<file path="src/rtl/nis_pkg.sv">
// Constants, types and decode helpers of the nested interrupt servicing block
package nis_pkg;
   // ==========================================
   // Sizes
   localparam int NSRC   = 8;
   localparam int NLVL   = 8;
   localparam int ADDR_W = 8;
   // ==========================================
   // Register offsets
   localparam logic [7:0] OFS_CTRL0    = 8'h00;
   localparam logic [7:0] OFS_EVT_STAT = 8'h20;
   localparam logic [7:0] OFS_EVT_MASK = 8'h24;
   localparam logic [7:0] OFS_STATE    = 8'h28;
   localparam logic [7:0] OFS_DBG_PC   = 8'h2C;
   localparam logic [7:0] OFS_DBG_PSW  = 8'h30;
   localparam logic [7:0] OFS_EXC_PC   = 8'h34;
   localparam logic [7:0] OFS_EXC_PSW  = 8'h38;
   // ==========================================
   // Field positions and reset values
   localparam int CTL_MASK_BIT = 6;
   localparam int CTL_PEND_BIT = 7;
   localparam int CTL_EXT_BIT  = 8;
   localparam logic [2:0] PRIO_RST = 3'h7;
   localparam logic       MASK_RST = 1'b1;
   localparam int EVT_ACK  = 0;
   localparam int EVT_NEST = 1;
   localparam int EVT_DBG  = 2;
   localparam int EVT_NMI  = 3;
   localparam int EVT_W    = 4;
   localparam int ST_NMI_BIT = 8;
   localparam int ST_DBG_BIT = 9;
   localparam int INTERRUPT_DISABLE_FLAG_BIT = 5;
   localparam int PSW_EP_BIT = 6;
   localparam logic [31:0] PSW_NP_M = 32'h0000_0080;
   localparam logic [31:0] PSW_EP_M = 32'h0000_0040;
   localparam logic [31:0] INTERRUPT_DISABLE_FLAG_M = 32'h0000_0020;
   localparam logic [4:0]  SYSREG_PSW = 5'h05;
   localparam logic [31:0] DBG_VEC = 32'h0000_0060;
   localparam logic [3:0]  LVL_NONE = 4'h8;
   localparam logic [1:0]  RESP_OKAY = 2'h0;
   localparam logic [1:0]  RESP_SLVERR = 2'h2;
   // ==========================================
   // Timing: least response time, in clocks
   localparam int RESP_CLKS = 4;
   // ==========================================
   // Types
   typedef enum logic [3:0] {
      OP_OTHER, OP_DEBUG_TRAP_INSTR, OP_DEBUG_RETURN_INSTR, OP_INTERRUPT_RETURN_INSTR, OP_EI, OP_DI,
      OP_SYSREG_LOAD_INSTR, OP_STORE, OP_BITOP, OP_BITTEST
   } nis_op_t;
   typedef enum logic [2:0] {
      TGT_OTHER, TGT_PROTECT_A, TGT_PROTECT_B, TGT_INT_CTRL,
      TGT_MASK_GRP, TGT_PWR_SAVE, TGT_MEM_SIZE
   } nis_tgt_t;
   typedef struct packed {
      logic       valid;
      nis_op_t    op;
      logic [4:0] sysreg;
      nis_tgt_t   tgt;
   } nis_instr_t;
   typedef struct packed {
      logic        valid;
      logic [31:0] pc;
      logic [31:0] processor_status_word;
   } nis_redir_t;
   // ==========================================
   // Instructions that hold off acknowledgment until the next one
   function automatic logic nis_blocks(input nis_instr_t ins);
      logic intreg;
      intreg = ins.tgt inside {TGT_INT_CTRL, TGT_MASK_GRP, TGT_PWR_SAVE, TGT_MEM_SIZE};
      return ins.op inside {OP_EI, OP_DI}
         || (ins.op == OP_SYSREG_LOAD_INSTR && ins.sysreg == SYSREG_PSW)
         || (ins.op == OP_STORE && ins.tgt inside {TGT_PROTECT_A, TGT_PROTECT_B})
         || (ins.op inside {OP_STORE, OP_BITOP} && intreg);
   endfunction
endpackage

</file>
<file path="src/rtl/nis_ctrl.sv">
// Nested interrupt servicing control with AXI4-Lite register access
//
// How it works
// Debug return reloads pc and status from saves
// Debug saves accessible only inside debug window
// Strictly higher priority preempts current servicing
// Lower or equal priority stays pending
// Maskable nesting only while interrupt disable clear
// Handler software saves exception pc/status first
// Eight priority levels per source, zero highest
// Reset: all masked, priority seven
// Suspended or pending resumes after interrupt return
// No maskable acknowledge during NMI servicing
// Response time at least four clocks; nmi_ack can come two clocks after nmi_req
// Sources space requests four clocks apart
// No acknowledge right after blocking instruction
// Blocking instruction set decoded from instruction
// External pin selection suppresses shared sources
// Debug trap saves, sets flags, jumps 60H
// Interrupt return reloads exception saved registers
// Equal priority ties go to lowest index
// Pending latched until acknowledged or cleared
//
// The address map and the AXI4-Lite register port are this design's own decisions.
module nis_ctrl
   import nis_pkg::*;
#(
   parameter logic [31:0] MVEC_BASE = 32'h0000_0080,
   parameter logic [31:0] NMI_VEC   = 32'h0000_0010
) (
   input  wire logic              aclk,
   input  wire logic              aresetn,
   input  wire logic [ADDR_W-1:0] s_axi_awaddr,
   input  wire logic              s_axi_awvalid,
   output logic                   s_axi_awready,
   input  wire logic [31:0]       s_axi_wdata,
   input  wire logic [3:0]        s_axi_wstrb,
   input  wire logic              s_axi_wvalid,
   output logic                   s_axi_wready,
   output logic [1:0]             s_axi_bresp,
   output logic                   s_axi_bvalid,
   input  wire logic              s_axi_bready,
   input  wire logic [ADDR_W-1:0] s_axi_araddr,
   input  wire logic              s_axi_arvalid,
   output logic                   s_axi_arready,
   output logic [31:0]            s_axi_rdata,
   output logic [1:0]             s_axi_rresp,
   output logic                   s_axi_rvalid,
   input  wire logic              s_axi_rready,
   input  wire logic [NSRC-1:0]   src_req,
   input  wire logic [NSRC-1:0]   ext_irq_input,
   input  wire logic              nmi_req,
   input  wire nis_instr_t        instr,
   input  wire logic [31:0]       cur_pc,
   input  wire logic [31:0]       cur_psw,
   output nis_redir_t             redir,
   output logic                   ack,
   output logic [2:0]             ack_idx,
   output logic                   nmi_ack,
   output logic                   irq
);
   localparam int AGE_W = $clog2(RESP_CLKS);
   localparam logic [AGE_W-1:0] AGE_MAX = AGE_W'(RESP_CLKS - 1);

   // ==========================================
   // Storage
   logic [2:0]       prio_r [NSRC];
   logic [NSRC-1:0]  mask_r;
   logic [NSRC-1:0]  ext_sel_r;
   logic [NSRC-1:0]  pend_r;
   logic [AGE_W-1:0] age_r [NSRC];
   logic [NSRC-1:0]  ext_sync1_r;
   logic [NSRC-1:0]  ext_sync2_r;
   logic [NLVL-1:0]  insvc_r;
   logic             nmi_pend_r;
   logic             nmi_active_r;
   logic             block_win_r;
   logic             dbg_win_r;
   logic [AGE_W-1:0] gap_r;
   logic [31:0]      dbg_pc_r;
   logic [31:0]      dbg_psw_r;
   logic [31:0]      exc_pc_r;
   logic [31:0]      exc_psw_r;
   logic [EVT_W-1:0] evt_stat_r;
   logic [EVT_W-1:0] evt_mask_r;
   logic [ADDR_W-1:0] aw_addr_r;
   logic [31:0]      w_data_r;
   logic [3:0]       w_strb_r;
   logic             aw_full_r;
   logic             w_full_r;
   nis_redir_t       redir_r;
   logic             ack_r;
   logic [2:0]       ack_idx_r;
   logic             nmi_ack_r;
   logic             irq_r;
   logic             awready_r;
   logic             wready_r;
   logic             bvalid_r;
   logic [1:0]       bresp_r;
   logic             arready_r;
   logic             rvalid_r;
   logic [31:0]      rdata_r;
   logic [1:0]       rresp_r;

   // ==========================================
   // Address decode
   function automatic logic ctrl_hit(input logic [ADDR_W-1:0] a);
      return a[7:5] == 3'h0 && a[1:0] == 2'h0;
   endfunction

   function automatic logic addr_known(input logic [ADDR_W-1:0] a);
      return ctrl_hit(a) || a inside {OFS_EVT_STAT, OFS_EVT_MASK, OFS_STATE, OFS_DBG_PC,
                                      OFS_DBG_PSW, OFS_EXC_PC, OFS_EXC_PSW};
   endfunction

   function automatic logic [31:0] merge(input logic [31:0] old, input logic [31:0] d,
                                         input logic [3:0] s);
      logic [31:0] r;
      r = old;
      for (int b = 0; b < 4; b++) begin
         if (s[b]) begin
            r[8*b +: 8] = d[8*b +: 8];
         end
      end
      return r;
   endfunction

   logic wr_fire;
   logic rd_fire;
   logic [2:0] wr_idx;
   assign wr_fire = aw_full_r && w_full_r && !bvalid_r;
   assign rd_fire = s_axi_arvalid && arready_r;
   assign wr_idx  = aw_addr_r[4:2];

   // ==========================================
   // Request sources and pending latches
   logic [NSRC-1:0] req_eff;
   logic [NSRC-1:0] sw_clr;
   logic [NSRC-1:0] ack_clr;
   logic            mack_fire;
   logic            nmi_fire;
   logic [2:0]      best_idx;
   logic [3:0]      best_prio;
   logic            best_ok;
   logic [3:0]      cur_level;

   always_ff @(posedge aclk) begin
      if (!aresetn) begin
         ext_sync1_r <= '0;
         ext_sync2_r <= '0;
      end else begin
         ext_sync1_r <= ext_irq_input;
         ext_sync2_r <= ext_sync1_r;
      end
   end

   always_comb begin
      for (int i = 0; i < NSRC; i++) begin
         req_eff[i] = ext_sel_r[i] ? ext_sync2_r[i] : src_req[i];
         sw_clr[i]  = wr_fire && ctrl_hit(aw_addr_r) && wr_idx == 3'(i) && w_strb_r[0]
                      && !w_data_r[CTL_PEND_BIT];
         ack_clr[i] = mack_fire && best_idx == 3'(i);
      end
   end

   always_ff @(posedge aclk) begin
      if (!aresetn) begin
         pend_r <= '0;
         for (int i = 0; i < NSRC; i++) begin
            age_r[i] <= '0;
         end
      end else begin
         // Set wins over acknowledge and software clear
         pend_r <= req_eff | (pend_r & ~(ack_clr | sw_clr));
         for (int i = 0; i < NSRC; i++) begin
            // Age gates the least response time; sources keep spacing
            if (!pend_r[i] || ack_clr[i] || sw_clr[i]) begin
               age_r[i] <= '0;
            end else if (age_r[i] != AGE_MAX) begin
               age_r[i] <= age_r[i] + 1'b1;
            end
         end
      end
   end

   // ==========================================
   // Arbitration
   always_comb begin
      best_ok   = 1'b0;
      best_idx  = 3'h0;
      best_prio = LVL_NONE;
      for (int i = 0; i < NSRC; i++) begin
         // Strict compare keeps the lowest index on ties
         if (pend_r[i] && !mask_r[i] && age_r[i] == AGE_MAX
             && {1'b0, prio_r[i]} < best_prio) begin
            best_ok   = 1'b1;
            best_idx  = 3'(i);
            best_prio = {1'b0, prio_r[i]};
         end
      end
      cur_level = LVL_NONE;
      for (int l = NLVL - 1; l >= 0; l--) begin
         if (insvc_r[l]) begin
            cur_level = 4'(l);
         end
      end
   end

   logic cpu_evt;
   logic blk_now;
   logic ack_gate;
   logic is_trap;
   logic is_debug_return_instr;
   logic is_interrupt_return_instr;
   assign is_trap  = instr.valid && instr.op == OP_DEBUG_TRAP_INSTR;
   assign is_debug_return_instr = instr.valid && instr.op == OP_DEBUG_RETURN_INSTR;
   assign is_interrupt_return_instr  = instr.valid && instr.op == OP_INTERRUPT_RETURN_INSTR;
   assign cpu_evt  = is_trap || is_debug_return_instr || is_interrupt_return_instr;
   assign blk_now  = instr.valid && nis_blocks(instr);
   assign ack_gate = !cpu_evt && gap_r == '0 && !block_win_r && !blk_now;
   assign nmi_fire = ack_gate && nmi_pend_r && !nmi_active_r;
   assign mack_fire = ack_gate && !nmi_fire && best_ok
                      && best_prio < cur_level
                      && !cur_psw[INTERRUPT_DISABLE_FLAG_BIT]
                      && !nmi_active_r;

   // ==========================================
   // Servicing state
   always_ff @(posedge aclk) begin
      if (!aresetn) begin
         insvc_r      <= '0;
         nmi_pend_r   <= 1'b0;
         nmi_active_r <= 1'b0;
         block_win_r  <= 1'b0;
         gap_r        <= '0;
      end else begin
         nmi_pend_r <= nmi_req | (nmi_pend_r & ~nmi_fire);
         if (nmi_fire) begin
            nmi_active_r <= 1'b1;
         end else if (is_interrupt_return_instr && nmi_active_r) begin
            nmi_active_r <= 1'b0;
         end
         if (mack_fire) begin
            insvc_r[best_prio[2:0]] <= 1'b1;
         end else if (is_interrupt_return_instr && !nmi_active_r && !cur_psw[PSW_EP_BIT]
                      && cur_level != LVL_NONE) begin
            insvc_r[cur_level[2:0]] <= 1'b0;
         end
         if (blk_now) begin
            block_win_r <= 1'b1;
         end else if (instr.valid) begin
            block_win_r <= 1'b0;
         end
         // Let the pipeline take the new status before the next acknowledge
         if (cpu_evt || nmi_fire || mack_fire) begin
            gap_r <= AGE_MAX;
         end else if (gap_r != '0) begin
            gap_r <= gap_r - 1'b1;
         end
      end
   end

   // ==========================================
   // Save registers and redirect
   logic dbg_wr_pc;
   logic dbg_wr_psw;
   assign dbg_wr_pc  = wr_fire && dbg_win_r && aw_addr_r == OFS_DBG_PC;
   assign dbg_wr_psw = wr_fire && dbg_win_r && aw_addr_r == OFS_DBG_PSW;

   always_ff @(posedge aclk) begin
      if (!aresetn) begin
         redir_r   <= '0;
         dbg_win_r <= 1'b0;
         dbg_pc_r  <= '0;
         dbg_psw_r <= '0;
         exc_pc_r  <= '0;
         exc_psw_r <= '0;
      end else begin
         redir_r.valid <= 1'b0;
         if (is_trap) begin
            dbg_pc_r  <= cur_pc;
            dbg_psw_r <= cur_psw;
            dbg_win_r <= 1'b1;
            redir_r   <= '{1'b1, DBG_VEC, cur_psw | PSW_NP_M | PSW_EP_M | INTERRUPT_DISABLE_FLAG_M};
         end else if (is_debug_return_instr) begin
            dbg_win_r <= 1'b0;
            redir_r   <= '{1'b1, dbg_pc_r, dbg_psw_r};
         end else if (is_interrupt_return_instr) begin
            redir_r   <= '{1'b1, exc_pc_r, exc_psw_r};
         end else if (nmi_fire || mack_fire) begin
            exc_pc_r  <= cur_pc;
            exc_psw_r <= cur_psw;
            redir_r.valid <= 1'b1;
            redir_r.pc    <= nmi_fire ? NMI_VEC : MVEC_BASE + {25'h0, best_idx, 4'h0};
            redir_r.processor_status_word   <= cur_psw | INTERRUPT_DISABLE_FLAG_M | (nmi_fire ? PSW_NP_M : 32'h0000_0000);
         end else begin
            if (dbg_wr_pc) begin
               dbg_pc_r <= merge(dbg_pc_r, w_data_r, w_strb_r);
            end
            if (dbg_wr_psw) begin
               dbg_psw_r <= merge(dbg_psw_r, w_data_r, w_strb_r);
            end
         end
      end
   end

   always_ff @(posedge aclk) begin
      if (!aresetn) begin
         ack_r     <= 1'b0;
         ack_idx_r <= 3'h0;
         nmi_ack_r <= 1'b0;
      end else begin
         ack_r     <= mack_fire;
         nmi_ack_r <= nmi_fire;
         if (mack_fire) begin
            ack_idx_r <= best_idx;
         end
      end
   end

   // ==========================================
   // Control registers
   always_ff @(posedge aclk) begin
      if (!aresetn) begin
         mask_r     <= {NSRC{MASK_RST}};
         ext_sel_r  <= '0;
         evt_mask_r <= '0;
         for (int i = 0; i < NSRC; i++) begin
            prio_r[i] <= PRIO_RST;
         end
      end else if (wr_fire) begin
         if (ctrl_hit(aw_addr_r)) begin
            if (w_strb_r[0]) begin
               prio_r[wr_idx] <= w_data_r[2:0];
               mask_r[wr_idx] <= w_data_r[CTL_MASK_BIT];
            end
            if (w_strb_r[1]) begin
               ext_sel_r[wr_idx] <= w_data_r[CTL_EXT_BIT];
            end
         end else if (aw_addr_r == OFS_EVT_MASK && w_strb_r[0]) begin
            evt_mask_r <= w_data_r[EVT_W-1:0];
         end
      end
   end

   // ==========================================
   // Event status and interrupt output
   logic [EVT_W-1:0] evt_set;
   logic             evt_rd_clr;
   assign evt_set[EVT_ACK]  = mack_fire;
   assign evt_set[EVT_NEST] = mack_fire && cur_level != LVL_NONE;
   assign evt_set[EVT_DBG]  = is_trap;
   assign evt_set[EVT_NMI]  = nmi_fire;
   assign evt_rd_clr = rd_fire && s_axi_araddr == OFS_EVT_STAT;

   always_ff @(posedge aclk) begin
      if (!aresetn) begin
         evt_stat_r <= '0;
         irq_r      <= 1'b0;
      end else begin
         evt_stat_r <= evt_set | (evt_stat_r & ~{EVT_W{evt_rd_clr}});
         irq_r      <= |(evt_stat_r & evt_mask_r);
      end
   end

   // ==========================================
   // AXI4-Lite slave
   logic [31:0] rd_data;
   logic [2:0]  rd_idx;
   assign rd_idx = s_axi_araddr[4:2];

   always_comb begin
      rd_data = 32'h0000_0000;
      if (ctrl_hit(s_axi_araddr)) begin
         rd_data[2:0]          = prio_r[rd_idx];
         rd_data[CTL_MASK_BIT] = mask_r[rd_idx];
         rd_data[CTL_PEND_BIT] = pend_r[rd_idx];
         rd_data[CTL_EXT_BIT]  = ext_sel_r[rd_idx];
      end else begin
         case (s_axi_araddr)
            OFS_EVT_STAT: rd_data[EVT_W-1:0] = evt_stat_r;
            OFS_EVT_MASK: rd_data[EVT_W-1:0] = evt_mask_r;
            OFS_STATE: begin
               rd_data[NLVL-1:0]  = insvc_r;
               rd_data[ST_NMI_BIT] = nmi_active_r;
               rd_data[ST_DBG_BIT] = dbg_win_r;
            end
            OFS_DBG_PC:  rd_data = dbg_win_r ? dbg_pc_r : 32'h0000_0000;
            OFS_DBG_PSW: rd_data = dbg_win_r ? dbg_psw_r : 32'h0000_0000;
            OFS_EXC_PC:  rd_data = exc_pc_r;
            OFS_EXC_PSW: rd_data = exc_psw_r;
            default:     rd_data = 32'h0000_0000;
         endcase
      end
   end

   always_ff @(posedge aclk) begin
      if (!aresetn) begin
         awready_r <= 1'b1;
         wready_r  <= 1'b1;
         aw_full_r <= 1'b0;
         w_full_r  <= 1'b0;
         aw_addr_r <= '0;
         w_data_r  <= '0;
         w_strb_r  <= '0;
         bvalid_r  <= 1'b0;
         bresp_r   <= RESP_OKAY;
      end else begin
         if (s_axi_awvalid && awready_r) begin
            aw_addr_r <= s_axi_awaddr;
            aw_full_r <= 1'b1;
            awready_r <= 1'b0;
         end
         if (s_axi_wvalid && wready_r) begin
            w_data_r <= s_axi_wdata;
            w_strb_r <= s_axi_wstrb;
            w_full_r <= 1'b1;
            wready_r <= 1'b0;
         end
         if (wr_fire) begin
            aw_full_r <= 1'b0;
            w_full_r  <= 1'b0;
            bvalid_r  <= 1'b1;
            bresp_r   <= addr_known(aw_addr_r) ? RESP_OKAY : RESP_SLVERR;
         end
         if (bvalid_r && s_axi_bready) begin
            bvalid_r  <= 1'b0;
            awready_r <= 1'b1;
            wready_r  <= 1'b1;
         end
      end
   end

   always_ff @(posedge aclk) begin
      if (!aresetn) begin
         arready_r <= 1'b1;
         rvalid_r  <= 1'b0;
         rdata_r   <= '0;
         rresp_r   <= RESP_OKAY;
      end else begin
         if (rd_fire) begin
            arready_r <= 1'b0;
            rvalid_r  <= 1'b1;
            rdata_r   <= rd_data;
            rresp_r   <= addr_known(s_axi_araddr) ? RESP_OKAY : RESP_SLVERR;
         end else if (rvalid_r && s_axi_rready) begin
            rvalid_r  <= 1'b0;
            arready_r <= 1'b1;
         end
      end
   end

   assign s_axi_awready = awready_r;
   assign s_axi_wready  = wready_r;
   assign s_axi_bvalid  = bvalid_r;
   assign s_axi_bresp   = bresp_r;
   assign s_axi_arready = arready_r;
   assign s_axi_rvalid  = rvalid_r;
   assign s_axi_rdata   = rdata_r;
   assign s_axi_rresp   = rresp_r;
   assign redir         = redir_r;
   assign ack           = ack_r;
   assign ack_idx       = ack_idx_r;
   assign nmi_ack       = nmi_ack_r;
   assign irq           = irq_r;
endmodule

</file>
<file path="config.mk">
export PLATFORM = sky130hd
export DESIGN_NAME = nis_ctrl
export DESIGN_NICKNAME = d
export VERILOG_FILES = /design/src/rtl/nis_pkg.sv /design/src/rtl/nis_ctrl.sv
export SDC_FILE = /design/constraint.sdc
export NUM_CORES = 1
export LEC_CHECK = 0
export ABC_AREA = 0
export ABC_CLOCK_PERIOD_IN_PS = 35500
export BUFFER_PORTS_ARGS = -buffer_cell sky130_fd_sc_hd__buf_2
export CORE_ASPECT_RATIO = 0.7
export CORE_MARGIN = 1
export CORE_UTILIZATION = 35
export DETAILED_ROUTE_END_ITERATION = 8
export SLEW_MARGIN = 15
export SYNTH_ARGS = -nofsm -noshare
export SYNTH_HDL_FRONTEND = slang
export SYNTH_SLANG_ARGS = --single-unit
</file>
<file path="constraint.sdc">
create_clock -name aclk -period 35.5 [get_ports aclk]
set_clock_uncertainty 0.1 [all_clocks]
set_input_delay 3.55 -clock aclk [delete_from_list [all_inputs] [get_ports aclk]]
set_output_delay 3.55 -clock aclk [all_outputs]
set_load 0.005 [all_outputs]
</file>
==> summary.txt <==
synthesis-stage register bit count - 386
status - finished with violations
CTS clk-pin slew, worst paths - 0.06 ns
share of layout cells above drive strength 1 - 17.0%
Synth Area in Compound Gates - 23.4%
top post-synthesis cells by area - dfxtp_1 38%, nand2_1 8.8%, edfxtp_1 6.6%
DR iter-0 viols - 2,427
worst r2r src - age_r[0][0]$_SDFFCE_PN0P_
WL/cell - 23.0 µm
fmax - 67.3 MHz
final hold vios - 0
Worst R2R End - redir[34]$_SDFFE_PP0P_
GRT Util Overall - 25.7%
maximum vdd drop - 0.0289 mV
Core Region - 0.0509 mm²
drt pass-1 iters - 9
Clk pwr share - 42.0%
Die ar. - 0.0528 mm²
drt total wl - 70.0 mm
Avg Synthesized Cell Area - 8.39 µm²
Synth Area in Simple Gates - 20.7%
CP Launch Point - age_r[0][0]$_SDFFCE_PN0P_
RD Place Congestion - 0.940
Slew Viols, Final - 0
Worst Setup Start Kind - flop
post-synth top area cell - dfxtp_1
Antenna Nets Post-Route - 0
CP max FO - 95
Seq/Total Area, Yosys - 44.8%
P_leak - 7.94 nW
Pint - 0.000765 W
Starting Density - 35.6%
slowest cell on the critical path - o31ai_1
Post-CTS Setup Bufs - 0
slew margin rel. - 20.2%
Ports - 265
Die X - 274 µm
largest family of logic cells by synthesized area - compound AO/OA/AOI/OAI gates
H-tree depth - 2
ys async rst share - 0%
setup_tns - 0 ns
DP HPWL - 48.4 mm
top-area cell type share of the netlist area - 38.1%
Netlist Area Pre-Place - 0.0182 mm²
# rows - 69
Post-synth EDFFs - 40
first-pass GRT wire length - 103 mm
Num CTS Buffers - 40
HP Class - reg2reg
Vias - 17,772
ys flop type - dfxtp_1
CP arrival - 15.16 ns
CTS Root Cell - clkbuf_16
Synth Area in Adders - 1.79%
sw frac - 27.3%
power per cell area - 49.6 mW/mm²
largest net degree at the start of global routing - 96
Mapped Cells - 2,164
r2r worst-path depth - 63
vias in the first global route - 16,063
failing checks - design-rule violations
port buffer count - 262
RSZ-0062 raised after global routing - no
Clock Latency Late Sink - 0.56 ns
global route overflow - 0
reg2reg setup slack - 20.65 ns
actual slew at the worst max-slew pin - 1.20 ns
Nets - 2,509
min Tclk post-route - 14.85 ns
DRC viols - 52
Netlist cell types - 80
Die Y - 193 µm
period utilization - 41.8%
WS Path Type - reg2reg
# Max-Cap Violations - 0
logic gate share of total power - 11.8%
CTS tree - done
Synth Warn # - 0
Worst Path Required - 35.81 ns
hold_ws - 0.335 ns
most frequent cells after synthesis - 425 x nand2_1, 346 x dfxtp_1, 269 x nor2_1
Bufs on Longest Clock Path - 3
XOR/XNOR Fraction of Synth Area - 0.0965%
CP endpoint kind - flop
synth-to-layout area growth - 17.0%
clock sinks - 386
most common cell in the netlist - nand2_1
setup-violating endpoint count in the final report - 0
max incr delay on CP - 0.79 ns
power share of the sequential group - 46.2%
cell mode on critical path - ha_1
antenna violations before repair - 5
post-cts sizing count - 0
Worst setup endpoint - redir[34]$_SDFFE_PP0P_
via density per instance - 5.85
CTS Hold Bufs - 0
mux cell area share after synthesis - 4.89%
Sw Pwr - 0.000287 W
[through the flow]
step	std cells	setup slack, ns	area [µm²]	power [W]	util (%)
floorplan	2165	22.92	18200	0.000561	-
global placement	2962	21.46	19900	0.000615	39.0
detailed placement	2962	21.07	19900	0.000617	39.0
CTS	3032	21.00	21200	0.00105	41.7
global route	3035	19.53	21200	0.00109	41.7
finish	3036	20.65	21200	0.00105	41.7
[critical path: cells and delay by family, from the launching register on]
family / cells / cell delay (ns)
fa+ha+maj: 9 / 2.36
mux: 2 / 0.56
buf+inv: 7 / 0.86
simple gates: 14 / 3.22
compound gates: 31 / 7.13
flops: 1 / 0.36
[worst min-delay path by stage]
stage                                 to  depth (start not counted)                      start  slack, ns
2_1_floorplan  ext_sync2_r[0]$_SDFF_PN0_                          1  ext_sync1_r[0]$_SDFF_PN0_       0.31
3_3_place_gp   ext_sync2_r[6]$_SDFF_PN0_                          1  ext_sync1_r[6]$_SDFF_PN0_       0.33
3_5_place_dp   ext_sync2_r[5]$_SDFF_PN0_                          1  ext_sync1_r[5]$_SDFF_PN0_       0.32
4_1_cts        ext_sync2_r[6]$_SDFF_PN0_                          1  ext_sync1_r[6]$_SDFF_PN0_       0.33
5_1_grt        ext_sync2_r[6]$_SDFF_PN0_                          1  ext_sync1_r[6]$_SDFF_PN0_       0.34
6_report       ext_sync2_r[5]$_SDFF_PN0_                          1  ext_sync1_r[5]$_SDFF_PN0_       0.34
[layout by cell type (no fill, tap or decap), types with 7 or more instances in the layout]
cell type | netlist | layout
nand2_1 | 425 | 422
dfxtp_1 | 346 | 346
nor2_1 | 269 | 268
buf_2 | 12 | 262
a21oi_1 | 184 | 184
o21ai_0 | 93 | 93
mux2i_1 | 55 | 55
a31oi_1 | 44 | 44
a311oi_1 | 40 | 40
edfxtp_1 | 40 | 40
clkbuf_16 | 0 | 40
a221oi_1 | 33 | 33
a211oi_1 | 32 | 32
a22o_1 | 32 | 32
nand3_1 | 29 | 29
inv_1 | 29 | 28
a21o_1 | 27 | 27
ha_1 | 26 | 26
buf_4 | 5 | 26
a222oi_1 | 25 | 25
and2_1 | 23 | 22
o21a_1 | 18 | 18
nor3_1 | 19 | 18
o211ai_1 | 14 | 14
or3_1 | 13 | 13
nor3b_1 | 13 | 12
mux4_2 | 12 | 12
nand2b_1 | 10 | 10
nand3b_1 | 10 | 10
o31ai_1 | 10 | 10
nor2b_1 | 9 | 9
clkbuf_8 | 0 | 7
[kinds of logic after synthesis]
kind of cell	Yosys count
buffers and inverters	194
and+or+nand+nor	865
other	1
muxes	73
adders and majority gates	26
AOI/OAI and AO/OA	617
xor gates and xnor gates	2
DFF	386
[per-layer routing]
layer  routed length (µm)  global-route usage (%)  part of all wire, %
met1                32700                    39.7                   47
met5                   34                       0                0.049
met4                 1510                    6.47                  2.2
met3                 8050                    6.03                   12
met2                27700                    34.8                   40
[registers in the layout (all words and copies together), names as in the netlist, 16 cells and up]
| signal | count |
|---|---|
| age_r | 16 |
| dbg_pc_r | 32 |
| dbg_psw_r | 32 |
| exc_pc_r | 32 |
| exc_psw_r | 32 |
| prio_r | 24 |
| redir | 65 |
| s_axi_rdata | 32 |
| w_data_r | 32 |
[final cells by class]
| cell class | count | area (µm²) |
|---|---|---|
| Tap cell | 674 | 843 |
| Antenna cell | 4 | 10.0 |
| Fill cell | 5073 | 29700 |
| Clock inverter | 17 | 228 |
| Inverter | 29 | 116 |
| Timing Repair Buffer | 288 | 1510 |
| Clock buffer | 53 | 1120 |
| Sequential cell | 386 | 8130 |
| Multi-Input combinational cell | 1585 | 9290 |
[power groups by stage]
| stage | logic [W] | clock network, W | registers [W] |
|---|---|---|---|
| 3_3_place_gp | 0.000121 | 0 | 0.000494 |
| 5_1_grt | 0.000135 | 0.000463 | 0.000489 |
| 2_1_floorplan | 0.0000733 | 0 | 0.000487 |
| 3_5_place_dp | 0.000122 | 0 | 0.000495 |
| 4_1_cts | 0.000123 | 0.000447 | 0.000485 |
| 6_report | 0.000124 | 0.000442 | 0.000486 |
Power figures use the tool's default switching activity.
